**src/protect_defs.vh**
```
// timing counts for the two-cell protection sequencer
`ifndef PROTECT_DEFS_VH
`define PROTECT_DEFS_VH
`define CLK_HZ              50000000
`define OVC_DET_US          1000000
`define OVC_REL_US          40000
`define OVD_DET_US          100000
`define OVD_REL_US          1000
`define OCP_DET_US          5000
`define OCP_REL_US          1000
`define SCP_DET_US          500
`define CYC_PER_US          (`CLK_HZ / 1000000)
`define OVC_DET_CYC         (`OVC_DET_US * `CYC_PER_US)
`define OVC_REL_CYC         (`OVC_REL_US * `CYC_PER_US)
`define OVD_DET_CYC         (`OVD_DET_US * `CYC_PER_US)
`define OVD_REL_CYC         (`OVD_REL_US * `CYC_PER_US)
`define OCP_DET_CYC         (`OCP_DET_US * `CYC_PER_US)
`define OCP_REL_CYC         (`OCP_REL_US * `CYC_PER_US)
`define SCP_DET_CYC         (`SCP_DET_US * `CYC_PER_US)
`define QUICK_SHIFT         6
`define CNT_W               26
`endif

```
**src/two_cell_protect_sequencer.v**
```verilog
// digital control core of a two-cell lithium-ion protection device
`timescale 1ns/10ps
`include "protect_defs.vh"
module two_cell_protect_sequencer (
  // clock and reset
  input  wire i_sys_clk,
  input  wire i_resetn,
  // cell comparators, per cell (upper cell, lower cell below mid_cell_tap)
  input  wire i_upper_over_det,
  input  wire i_lower_over_det,
  input  wire i_upper_over_rel,
  input  wire i_lower_over_rel,
  input  wire i_upper_under_det,
  input  wire i_lower_under_det,
  // charger_minus_sense comparators
  input  wire i_sense_ocp,
  input  wire i_sense_scp,
  input  wire i_sense_stby_ret,
  input  wire i_sense_load,
  input  wire i_sense_charger,
  input  wire i_zero_volt_ok,
  input  wire i_cells_zero,
  // test strap
  input  wire i_quick_delay_pin,
  // gate and resistor controls
  output reg  o_charge_gate_out,
  output reg  o_discharge_gate_out,
  output reg  o_pullup_200k,
  output reg  o_pulldown_1m,
  output reg  o_pulldown_30k,
  output reg  o_standby,
  output reg  o_ovc_hyst_cancel
);

  ////////////////////////////////////////////////////////////////////////////
  // input registers: nothing downstream sees an unclocked comparator

  reg [12:0] in_q;
  always @(posedge i_sys_clk or negedge i_resetn) begin
    if (!i_resetn) begin
      in_q <= 13'h0000;
    end else begin
      in_q <= {i_upper_over_det, i_lower_over_det, i_upper_over_rel, i_lower_over_rel,
               i_upper_under_det, i_lower_under_det, i_sense_ocp, i_sense_scp,
               i_sense_stby_ret, i_sense_load, i_sense_charger, i_zero_volt_ok,
               i_cells_zero};
    end
  end

  reg quick_q;
  always @(posedge i_sys_clk or negedge i_resetn) begin
    if (!i_resetn) begin
      quick_q <= 1'b0;
    end else begin
      quick_q <= i_quick_delay_pin;
    end
  end

  wire any_over   = in_q[12] | in_q[11];
  wire both_rel   = in_q[10] & in_q[9];
  wire any_under  = in_q[8] | in_q[7];
  wire ocp        = in_q[6];
  wire scp        = in_q[5];
  wire stby_ret   = in_q[4];
  wire load_on    = in_q[3];
  wire charger_on = in_q[2];
  wire zv_ok      = in_q[1];
  wire cells_zero = in_q[0];

  ////////////////////////////////////////////////////////////////////////////
  // delay lengths; quick mode divides every counted delay except the short delay

  function [`CNT_W-1:0] dly;
    input [`CNT_W-1:0] full;
    input              quick;
    begin
      if (quick) begin
        dly = full >> `QUICK_SHIFT;
      end else begin
        dly = full;
      end
    end
  endfunction

  localparam [`CNT_W-1:0] L_OVC_DET = `OVC_DET_CYC;
  localparam [`CNT_W-1:0] L_OVC_REL = `OVC_REL_CYC;
  localparam [`CNT_W-1:0] L_OVD_DET = `OVD_DET_CYC;
  localparam [`CNT_W-1:0] L_OVD_REL = `OVD_REL_CYC;
  localparam [`CNT_W-1:0] L_OCP_DET = `OCP_DET_CYC;
  localparam [`CNT_W-1:0] L_OCP_REL = `OCP_REL_CYC;
  localparam [`CNT_W-1:0] L_SCP_DET = `SCP_DET_CYC;

  ////////////////////////////////////////////////////////////////////////////
  // fault state

  reg ovc_q;
  reg ovd_q;
  reg ocp_q;
  reg scp_q;
  reg stby_q;
  reg ovc_first_q;

  // hysteresis cancel: with load after detection, release at the detect level
  wire ovc_rel_cond = ovc_q & ((charger_on & both_rel) | (load_on & ~any_over));

  wire ovc_det_cond = ~ovc_q & any_over;
  wire ovd_det_cond = ~ovd_q & ~stby_q & any_under & ~ovc_det_cond;
  wire ovd_rel_cond = ovd_q & ~stby_q & ~any_under;
  wire ocp_det_cond = ~ocp_q & ~scp_q & ocp & ~ovc_q & ~ovd_q;
  wire scp_det_cond = ~scp_q & scp;
  wire ocp_rel_cond = (ocp_q | scp_q) & ~ocp;

  wire [6:0] cond = {ovc_det_cond, ovc_rel_cond, ovd_det_cond, ovd_rel_cond,
                     ocp_det_cond, scp_det_cond, ocp_rel_cond};
  wire [6:0] done;
  wire [`CNT_W*7-1:0] lens = {dly(L_OVC_DET, quick_q), dly(L_OVC_REL, quick_q),
                              dly(L_OVD_DET, quick_q), dly(L_OVD_REL, quick_q),
                              dly(L_OCP_DET, quick_q), L_SCP_DET, dly(L_OCP_REL, quick_q)};

  // short delay is counter-timed like the rest, but quick mode leaves it alone
  genvar g;
  generate
    for (g = 0; g < 7; g = g + 1) begin : g_tmr
      persist_timer u_tmr (
        .i_sys_clk (i_sys_clk),
        .i_resetn  (i_resetn),
        .i_cond    (cond[g]),
        .i_len     (lens[`CNT_W*g +: `CNT_W]),
        .o_done    (done[g])
      );
    end
  endgenerate

  always @(posedge i_sys_clk or negedge i_resetn) begin
    if (!i_resetn) begin
      ovc_q       <= 1'b0;
      ovd_q       <= 1'b0;
      ocp_q       <= 1'b0;
      scp_q       <= 1'b0;
      stby_q      <= 1'b0;
      ovc_first_q <= 1'b0;
    end else begin
      if (done[6]) begin
        ovc_q       <= 1'b1;
        ovc_first_q <= ~ovd_q;
      end else if (done[5]) begin
        ovc_q       <= 1'b0;
        ovc_first_q <= 1'b0;
      end
      if (done[4]) begin
        ovd_q  <= 1'b1;
        stby_q <= ~ovc_q;
        ocp_q  <= 1'b0;
      end else if (stby_q && stby_ret) begin
        stby_q <= 1'b0;
      end else if (done[3]) begin
        ovd_q <= 1'b0;
      end
      if (done[1]) begin
        scp_q <= 1'b1;
      end else if (done[2]) begin
        ocp_q <= 1'b1;
      end else if (done[0]) begin
        ocp_q <= 1'b0;
        scp_q <= 1'b0;
      end
    end
  end

  ////////////////////////////////////////////////////////////////////////////
  // registered outputs

  always @(posedge i_sys_clk or negedge i_resetn) begin
    if (!i_resetn) begin
      o_charge_gate_out    <= 1'b1;
      o_discharge_gate_out <= 1'b1;
      o_pullup_200k        <= 1'b0;
      o_pulldown_1m        <= 1'b0;
      o_pulldown_30k       <= 1'b0;
      o_standby            <= 1'b0;
      o_ovc_hyst_cancel    <= 1'b0;
    end else begin
      // a zero-volt pack has no valid cell compare, so the supply test decides
      if (cells_zero) begin
        o_charge_gate_out <= zv_ok;
      end else begin
        o_charge_gate_out <= ~ovc_q;
      end
      o_discharge_gate_out <= ~(ovd_q | ocp_q | scp_q);
      o_pullup_200k        <= ovd_q;
      o_pulldown_30k       <= scp_q & ~ovd_q;
      o_pulldown_1m        <= ocp_q & ~scp_q & ~ovd_q & ~ovc_first_q;
      o_standby            <= stby_q;
      o_ovc_hyst_cancel    <= ovc_q & load_on;
    end
  end

endmodule

```
**src/persist_timer.v**
```verilog
// persistence timer: flags done once its condition has held for the whole load count
`timescale 1ns/10ps
`include "protect_defs.vh"
module persist_timer (
  // clock and reset
  input  wire                i_sys_clk,
  input  wire                i_resetn,
  // condition and length
  input  wire                i_cond,
  input  wire [`CNT_W-1:0]   i_len,
  // result
  output wire                o_done
);
  reg [`CNT_W-1:0] cnt_q;

  assign o_done = i_cond && (cnt_q >= i_len);

  always @(posedge i_sys_clk or negedge i_resetn) begin
    if (!i_resetn) begin
      cnt_q <= {`CNT_W{1'b0}};
    end else if (!i_cond) begin
      cnt_q <= {`CNT_W{1'b0}};
    end else if (cnt_q < i_len) begin
      cnt_q <= cnt_q + {{(`CNT_W-1){1'b0}}, 1'b1};
    end
  end
endmodule

```
**config.mk**
```make
export PLATFORM = sky130hd
export DESIGN_NAME = two_cell_protect_sequencer
export DESIGN_NICKNAME = d
export VERILOG_FILES = /design/src/two_cell_protect_sequencer.v /design/src/persist_timer.v
export VERILOG_INCLUDE_DIRS = /design/src
export SDC_FILE = /design/constraint.sdc
export NUM_CORES = 1
export LEC_CHECK = 0
export ABC_AREA = 1
export BUFFER_PORTS_ARGS = -buffer_cell sky130_fd_sc_hd__buf_2
export CORE_ASPECT_RATIO = 1.25
export CORE_MARGIN = 3
export CORE_UTILIZATION = 65
export DETAILED_ROUTE_END_ITERATION = 8
export PLACE_DENSITY = 0.84
export SETUP_SLACK_MARGIN = 0.05
export SYNTH_ARGS = -nofsm -noshare
export SYNTH_HDL_FRONTEND = slang
export SYNTH_SLANG_ARGS = --single-unit
```
**constraint.sdc**
```tcl
create_clock -name i_sys_clk -period 4.85 [get_ports i_sys_clk]
set_clock_uncertainty 0.05 [all_clocks]
set_input_delay 0.97 -clock i_sys_clk [delete_from_list [all_inputs] [get_ports i_sys_clk]]
set_output_delay 0.97 -clock i_sys_clk [all_outputs]
set_load 0.01 [all_outputs]
```
==> run summary, run 1 <==
largest net degree at the start of global routing - 102
Yosys cell types - 40
ANT cells - 0
Post-layout nets - 1920
FF/Latch Area - 5234 um2
CTS tree - built
area leader, netlist - dfrtp_1
Buffers on Ports - 22
fin util - 0.7242
Worst Setup Path Type - reg2reg
synth top area cells - dfrtp_1 (39%), nand2_1 (13%), nor2_1 (7.4%), ha_1 (7.1%), nand3_1 (6.5%)
routed vias - 11961
Max Clock Freq - 318.4 MHz
WP data arrival - 3.52 ns
fin cells - 2110
Post-DRT Antenna Nets - 0
Post-synth EDFFs - 0
RSZ-0062 raised after global routing - no
worst hold path class - reg2reg
area grow syn2layout - 8.020%
TritonCTS buffer count - 23
Slew HR - 0.4758
final WL - 31.21 mm
run status - complete, no violations
clock root cell - clkbuf_16
WP data required - 5.23 ns
most common cell in the netlist - nand2_1
VDD IR max - 359.5 uV
Core ar. - 19760 um2
Slew Limit Fails - 0
cell count after synthesis - 1820
Synth Flop Type - dfrtp_1
Mapped Avg Cell Area - 7.278 um2
Setup crit start kind - register
Mapped Area - 13250 um2
Avg WL per Cell - 14.79 um
Clock Latency Late Sink - 0.51 ns
Design Power - 3793 uW
sequential area share after synthesis - 0.3951
top cells by instance count after synthesis - nand2_1 (462), nor2_1 (262), inv_1 (209)
HPWL Detailed - 21.90 mm
io pins - 23
number of synthesis warnings - 0
minimum clock period - 3.141 ns
GP Congestion - 0.9796
Post-CTS Setup Inserts - 0
fraction of registers with async set/reset - 1.000
vias in the first global route - 11540
GRT Total Usage - 0.2815
residual DRC count - 0
Period Utilization, post-route - 0.6476
CTS resizes - 0
Iter 0 DRT Violations - 1191
CP Max Fanout - 20
max reg flops - 182
global-route wire length before repair - 53.33 mm
#FFs+latches synth - 209
Post-Syn Nets - 1911
Die X - 133.7 um
layout cells sized above 1 - 0.05420
CTS Hold Bufs - 0
router iterations before antenna repair - 6
gr ovfl total - 0
LEAKAGE - 0.006932 uW
final setup violating endpoints - 0
Final WS setup - 1.709 ns
largest reg by FF count - g_tmr.u_tmr.cnt_q
footprint of the multi-input gates - 6967 um2
DIE AREA - 22140 um2
top flop regs - g_tmr.u_tmr.cnt_q (182), in_q (13)
Vias/cell - 5.669
DP Cell Count - 2069
cell area power density - 265.1 nW/um2
Max H-tree Level - 1
Clock Pin Slew Worst Setup and Hold Paths - 0.06 ns
actual slew at the worst max-slew pin - 0.7864 ns
CTS Sinks - 209
antenna violations before repair - 0
Die Span Y - 165.6 um
total of max-cap violations - 0
Clock Path Buffers - 3
# fillers - 1593
post-synth top area share - 0.3911
DP Worst Slack - 1.750 ns
FP Rows - 57
Worst setup EP type - register
Fin. Hold Viols - 0
setup TNS - 0 ns
initial core utilization - 0.6705
==> kinds of logic after synthesis <==
logic type | count (synthesis) | share of synthesized area
buffers and inverters | 264 | 0.07982
DFF | 209 | 0.3951
and+or+nand+nor | 1057 | 0.3436
adders and majority gates | 75 | 0.07085
xor gates and xnor gates | 77 | 0.05092
AOI/OAI and AO/OA | 138 | 0.05980
==> power by group <==
part | switching, uW | internal (uW) | total, uW | leakage [uW]
clock network | 721 | 1080 | 1800 | 0.000389
registers | 24.1 | 1770 | 1790 | 0.00287
logic | 139 | 58.7 | 198 | 0.00367
==> metal layers <==
layer  GRT usage  vias up  routed length [um]
met1      0.3808     5585               13390
met2      0.4728      401               15160
met4     0.08322        0                 754
met3     0.04187       71                1904
li1            -     5904                   -
met5           0        -                   0
==> cell type report <==
type,instances,area share
multi-input cells,1347,0.4869
clock inverters,9,0.007083
flip-flops and latches,209,0.3658
well taps,265,0.02317
clock buffers,32,0.04749
repair buffers,29,0.01207
inverters,219,0.05746
==> stage by stage <==
stage               cell area [um2]  hold slack, ns
global route                  14310          0.4301
global placement              13530          0.3991
detailed placement            13530          0.4079
finish                        14310          0.4100
floorplan                     13250          0.3413
CTS                           14310          0.4128
==> layout by cell type, fill, tap and decap left out, drive strengths merged, types with 3 or more instances in the layout <==
cell type	Yosys	layout
ha	75	75
dfrtp	207	207
nor3	62	62
nand3b	10	10
nor3b	5	5
a21o	3	3
o21ai	75	75
nand4	62	62
nor2	269	269
nand2	467	467
a21oi	32	32
or2	4	4
clkbuf	10	32
inv	218	219
o21a	6	6
nand3	173	173
o31ai	19	19
xnor2	13	13
clkinv	1	6
buf	35	29
xor2	64	64
==> path summary, 6_finish.rpt <==
path	endpoint	cells past startpoint	start	slack, ns
max in group asynchronous	in_q[10]	2	i_resetn	3.30
hold / removal	o_discharge_gate_out	1	ocp_q	0.41
min in group asynchronous	g_tmr[4].u_tmr.cnt_q[13]	1	i_resetn	0.44
setup reg to reg	g_tmr[5].u_tmr.cnt_q[5]	12	quick_q	1.71
setup / recovery	g_tmr[5].u_tmr.cnt_q[5]	12	quick_q	1.71
hold reg to reg	o_discharge_gate_out	1	ocp_q	0.41
==> worst max-delay path: stages (launching register included) <==
cell	delay, ns
dfrtp_2	0.39
inv_1	0.36
buf_4	0.32
ha_1	0.28
a21oi_1	0.16
nand2_1	0.06
nand2_1	0.06
nand2_1	0.05
a21oi_1	0.21
nand2_2	0.27
inv_1	0.57
nand3_1	0.15
o21ai_1	0.11
Note: power is estimated with default switching activity, not from simulation.
==> run 2, diff against run 1 <==
--- a/config.mk
+++ b/config.mk
@@ -6,13 +6,13 @@
 export SDC_FILE = /design/constraint.sdc
 export NUM_CORES = 1
 export LEC_CHECK = 0
-export ABC_AREA = 1
+export ABC_AREA = 0
 export BUFFER_PORTS_ARGS = -buffer_cell sky130_fd_sc_hd__buf_2
 export CORE_ASPECT_RATIO = 1.25
 export CORE_MARGIN = 3
-export CORE_UTILIZATION = 65
+export CORE_UTILIZATION = 63
 export DETAILED_ROUTE_END_ITERATION = 8
-export PLACE_DENSITY = 0.84
+export PLACE_DENSITY = 0.82
 export SETUP_SLACK_MARGIN = 0.05
 export SYNTH_ARGS = -nofsm -noshare
 export SYNTH_HDL_FRONTEND = slang
==> constraint.sdc (replaced) <==
create_clock -name i_sys_clk -period 3 [get_ports i_sys_clk]
set_clock_uncertainty 0.05 [all_clocks]
set_input_delay 0.6 -clock i_sys_clk [delete_from_list [all_inputs] [get_ports i_sys_clk]]
set_output_delay 0.6 -clock i_sys_clk [all_outputs]
set_load 0.01 [all_outputs]
==> run summary, run 2 <==
Fin. Hold Viols - 9 (+9)
antenna violations before repair - 0 (unchanged)
Die X - 127.0 um (-5.0%)
CP most frequent cell - buf_6
routed vias - 9970 (-17%)
Yosys cell types - 69 (+73%)
fin cells - 1525 (-28%)
Mapped Area - 11530 um2 (-13%)
footprint of the multi-input gates - 6431 um2 (-7.7%)
layout cells sized above 1 - 0.1729 (+0.1187)
CTS tree - built
Buf/Inv on CP - 3 (unchanged)
TritonCTS buffer count - 23 (unchanged)
CP Cell Sequence - buf_4, ha_1, a2111o_1, a211o_1, a221o_1, buf_6, a21o_4, buf_6, nor4_4, mux2i_1
DIE AREA - 19970 um2 (-9.8%)
Setup crit start kind - register
CTS Hold Bufs - 0 (unchanged)
total of max-cap violations - 0 (unchanged)
Worst path slowest cell - dfrtp_4
clock root cell - clkbuf_16
residual DRC count - 0 (unchanged)
CTS Sinks - 209 (unchanged)
ANT cells - 0 (unchanged)
Final WS setup - -0.03533 ns (-1.744 ns)
Design Power - 5882 uW (+55%)
Clock Pin Slew Worst Setup and Hold Paths - 0.06 ns (about the same)
Clock Latency Late Sink - 0.51 ns (about the same)
actual slew at the worst max-slew pin - 0.8346 ns (+0.04825 ns)
RSZ-0062 raised after global routing - yes
worst r2r src - quick_q
Slew HR - 0.4436 (-0.03217)
Post-layout nets - 1376 (-28%)
Post-Syn Nets - 1286 (-33%)
FF/Latch Area - 5236 um2 (about the same)
area grow syn2layout - 18.03%
CP Max Fanout - 6 (-70%)
sequential area share after synthesis - 0.4539 (+0.05882)
GP Congestion - 0.9453 (-3.5%)
Buffers on Ports - 22 (unchanged)
final WL - 28.32 mm (-9.3%)
Max H-tree Level - 1 (unchanged)
initial core utilization - 0.6513 (-0.01921)
max reg flops - 182 (unchanged)
CP top delay family - compound AO/OA/AOI/OAI gates
# fillers - 1154 (-28%)
Mapped Avg Cell Area - 9.647 um2 (+33%)
LEAKAGE - 0.006044 uW (-13%)
r2r worst-path depth - 10 (-2)
worst reg2reg path endpoint - g_tmr[4].u_tmr.cnt_q[22]
io pins - 23 (unchanged)
WP data required - 3.39 ns (-1.84 ns)
setup TNS - -0.05392 ns (-0.05392 ns)
minimum clock period - 3.035 ns (-0.1055 ns)
cell area power density - 432.3 nW/um2 (+63%)
largest net degree at the start of global routing - 78 (-24%)
router iterations before antenna repair - 5 (-1)
Worst R2R Setup Slack - -0.04 ns (-1.74 ns)
WP data arrival - 3.42 ns (-0.10 ns)
commonest non-fill, non-tap cells in the layout - dfrtp_1 (206), nor2_1 (101), nand2_1 (91)
synth top area cells - dfrtp_1 (45%), ha_1 (8.1%), a21oi_1 (3.6%), nor2_1 (3.3%), nand2_1 (3.0%)
Synth Flop Type - dfrtp_1
number of synthesis warnings - 0 (unchanged)
post-synth top area share - 0.4493 (+0.05823)
vias in the first global route - 9496 (-18%)
failing checks - negative hold slack, negative setup slack
Critical Path Max Stage Delay - 0.53 ns (-0.04 ns)
Post-synth EDFFs - 0 (unchanged)
most common cell in the netlist - dfrtp_1
GRT Total Usage - 0.2738 (-0.007719)
FP Rows - 54 (-5.3%)
HPWL Detailed - 18.38 mm (-16%)
Slew Limit Fails - 0 (unchanged)
Die Span Y - 157.2 um (-5.0%)
Core ar. - 17700 um2 (-10%)
top flop regs - g_tmr.u_tmr.cnt_q (182), in_q (13)
Post-DRT Antenna Nets - 0 (unchanged)
Clock Path Buffers - 3 (unchanged)
Vias/cell - 6.538 (+15%)
run status - complete, but fails checks
gr ovfl total - 0 (unchanged)
final setup violating endpoints - 2 (+2)
global-route wire length before repair - 45.67 mm (-14%)
Stages on worst setup path - 10 (-2)
DP Cell Count - 1463 (-29%)
worst hold path class - in2async
#FFs+latches synth - 209 (unchanged)
VDD IR max - 507.3 uV (+41%)
Avg WL per Cell - 18.57 um (+26%)
cell count after synthesis - 1195 (-34%)
most common cell after layout, fill and taps aside - dfrtp_1
Max Clock Freq - 329.5 MHz (+3.5%)
top cells by instance count after synthesis - dfrtp_1 (207), nor2_1 (101), nand2_1 (92)
Worst setup EP type - register
area leader, netlist - dfrtp_1
Iter 0 DRT Violations - 727 (-39%)
Period Utilization, post-route - 1.012 (+0.3642)
fraction of registers with async set/reset - 1.000 (unchanged)
Worst Setup Path Type - reg2reg
Fin Hold WS - -0.006895 ns (-0.4169 ns)
largest reg by FF count - g_tmr.u_tmr.cnt_q
## run 2: cell types whose count changed after synthesis, moves of 50 or more
cell	change
nand2_1	-370
and2_1	+52
inv_1	-174
nor2_1	-161
xor2_1	-50
nand3_1	-113
a21oi_1	+51
## run 2: timing repair
action | CTS | global route
buffers inserted | 9 | 10
gates cloned | 2 | 2
gates resized for setup | 15 | 68
pin swaps | 12 | 38
setup endpoints to repair | 51 | 73
## run 2: per-stage QoR
step | util | hold WS [ns] | setup slack (ns) | area (um2)
3_5_place_dp | 0.6993 | 0.4180 | -0.1448 | 12380
5_1_grt | 0.7687 | 0.05069 | -0.08537 | 13610
6_report | 0.7687 | -0.006895 | -0.03533 | 13610
4_1_cts | 0.7463 | 0.02828 | 0.03303 | 13210
2_1_floorplan | - | 0.2544 | -0.4056 | 11620
3_3_place_gp | 0.6993 | 0.4108 | -0.01049 | 12380
## run 2: layer usage
layer  GRT usage  wire length, um
met1      0.3674            11760
met2      0.4664            14180
met3     0.03360             1449
met4     0.08993              935
met5           0                0
## run 2: how the worst max path moves through the flow
| stage | from | end | slack, ns |
|---|---|---|---|
| after floorplan | quick_q | g_tmr[4].u_tmr.cnt_q[20] | -0.41 |
| after global placement | quick_q | g_tmr[4].u_tmr.cnt_q[18] | -0.01 |
| after detailed placement | quick_q | g_tmr[5].u_tmr.cnt_q[6] | -0.14 |
| after CTS | quick_q | g_tmr[5].u_tmr.cnt_q[20] | 0.03 |
| after global routing | quick_q | g_tmr[4].u_tmr.cnt_q[22] | -0.09 |
| final | quick_q | g_tmr[4].u_tmr.cnt_q[22] | -0.04 |
## run 2: layout make-up
class                           instances  area share
Clock inverter                          9    0.003494
Sequential cell                       209      0.3848
Multi-Input combinational cell        913      0.4726
Tap cell                              224     0.02060
Timing Repair Buffer                  103     0.06152
Clock buffer                           32     0.04699
Inverter                               35    0.009931
## run 2: worst register-to-register path, delay by kind of cell (launching register included)
family                     cells  cell delay (ns)
buffers and inverters          3             0.45
muxes                          1             0.23
adders and majority gates      1             0.19
AOI/OAI and AO/OA              4             1.24
DFF                            1             0.53
and+or+nand+nor                1             0.27
## run 2: logic make-up after synthesis
logic type	share of synthesized area
XOR/XNOR	0.03723
AND/OR/NAND/NOR	0.2547
flip-flops	0.4539
adder cells (fa/ha/maj)	0.08140
multiplexers	0.006295
buffers and inverters	0.02518
AO/OA/AOI/OAI	0.1413
## run 2: where the power goes
group / switching, uW / internal, uW / total [uW]
Sequential: 39.6 / 2860 / 2900
Combinational: 235 / 136 / 371
Clock: 1130 / 1490 / 2610
Total: 1400 / 4480 / 5880
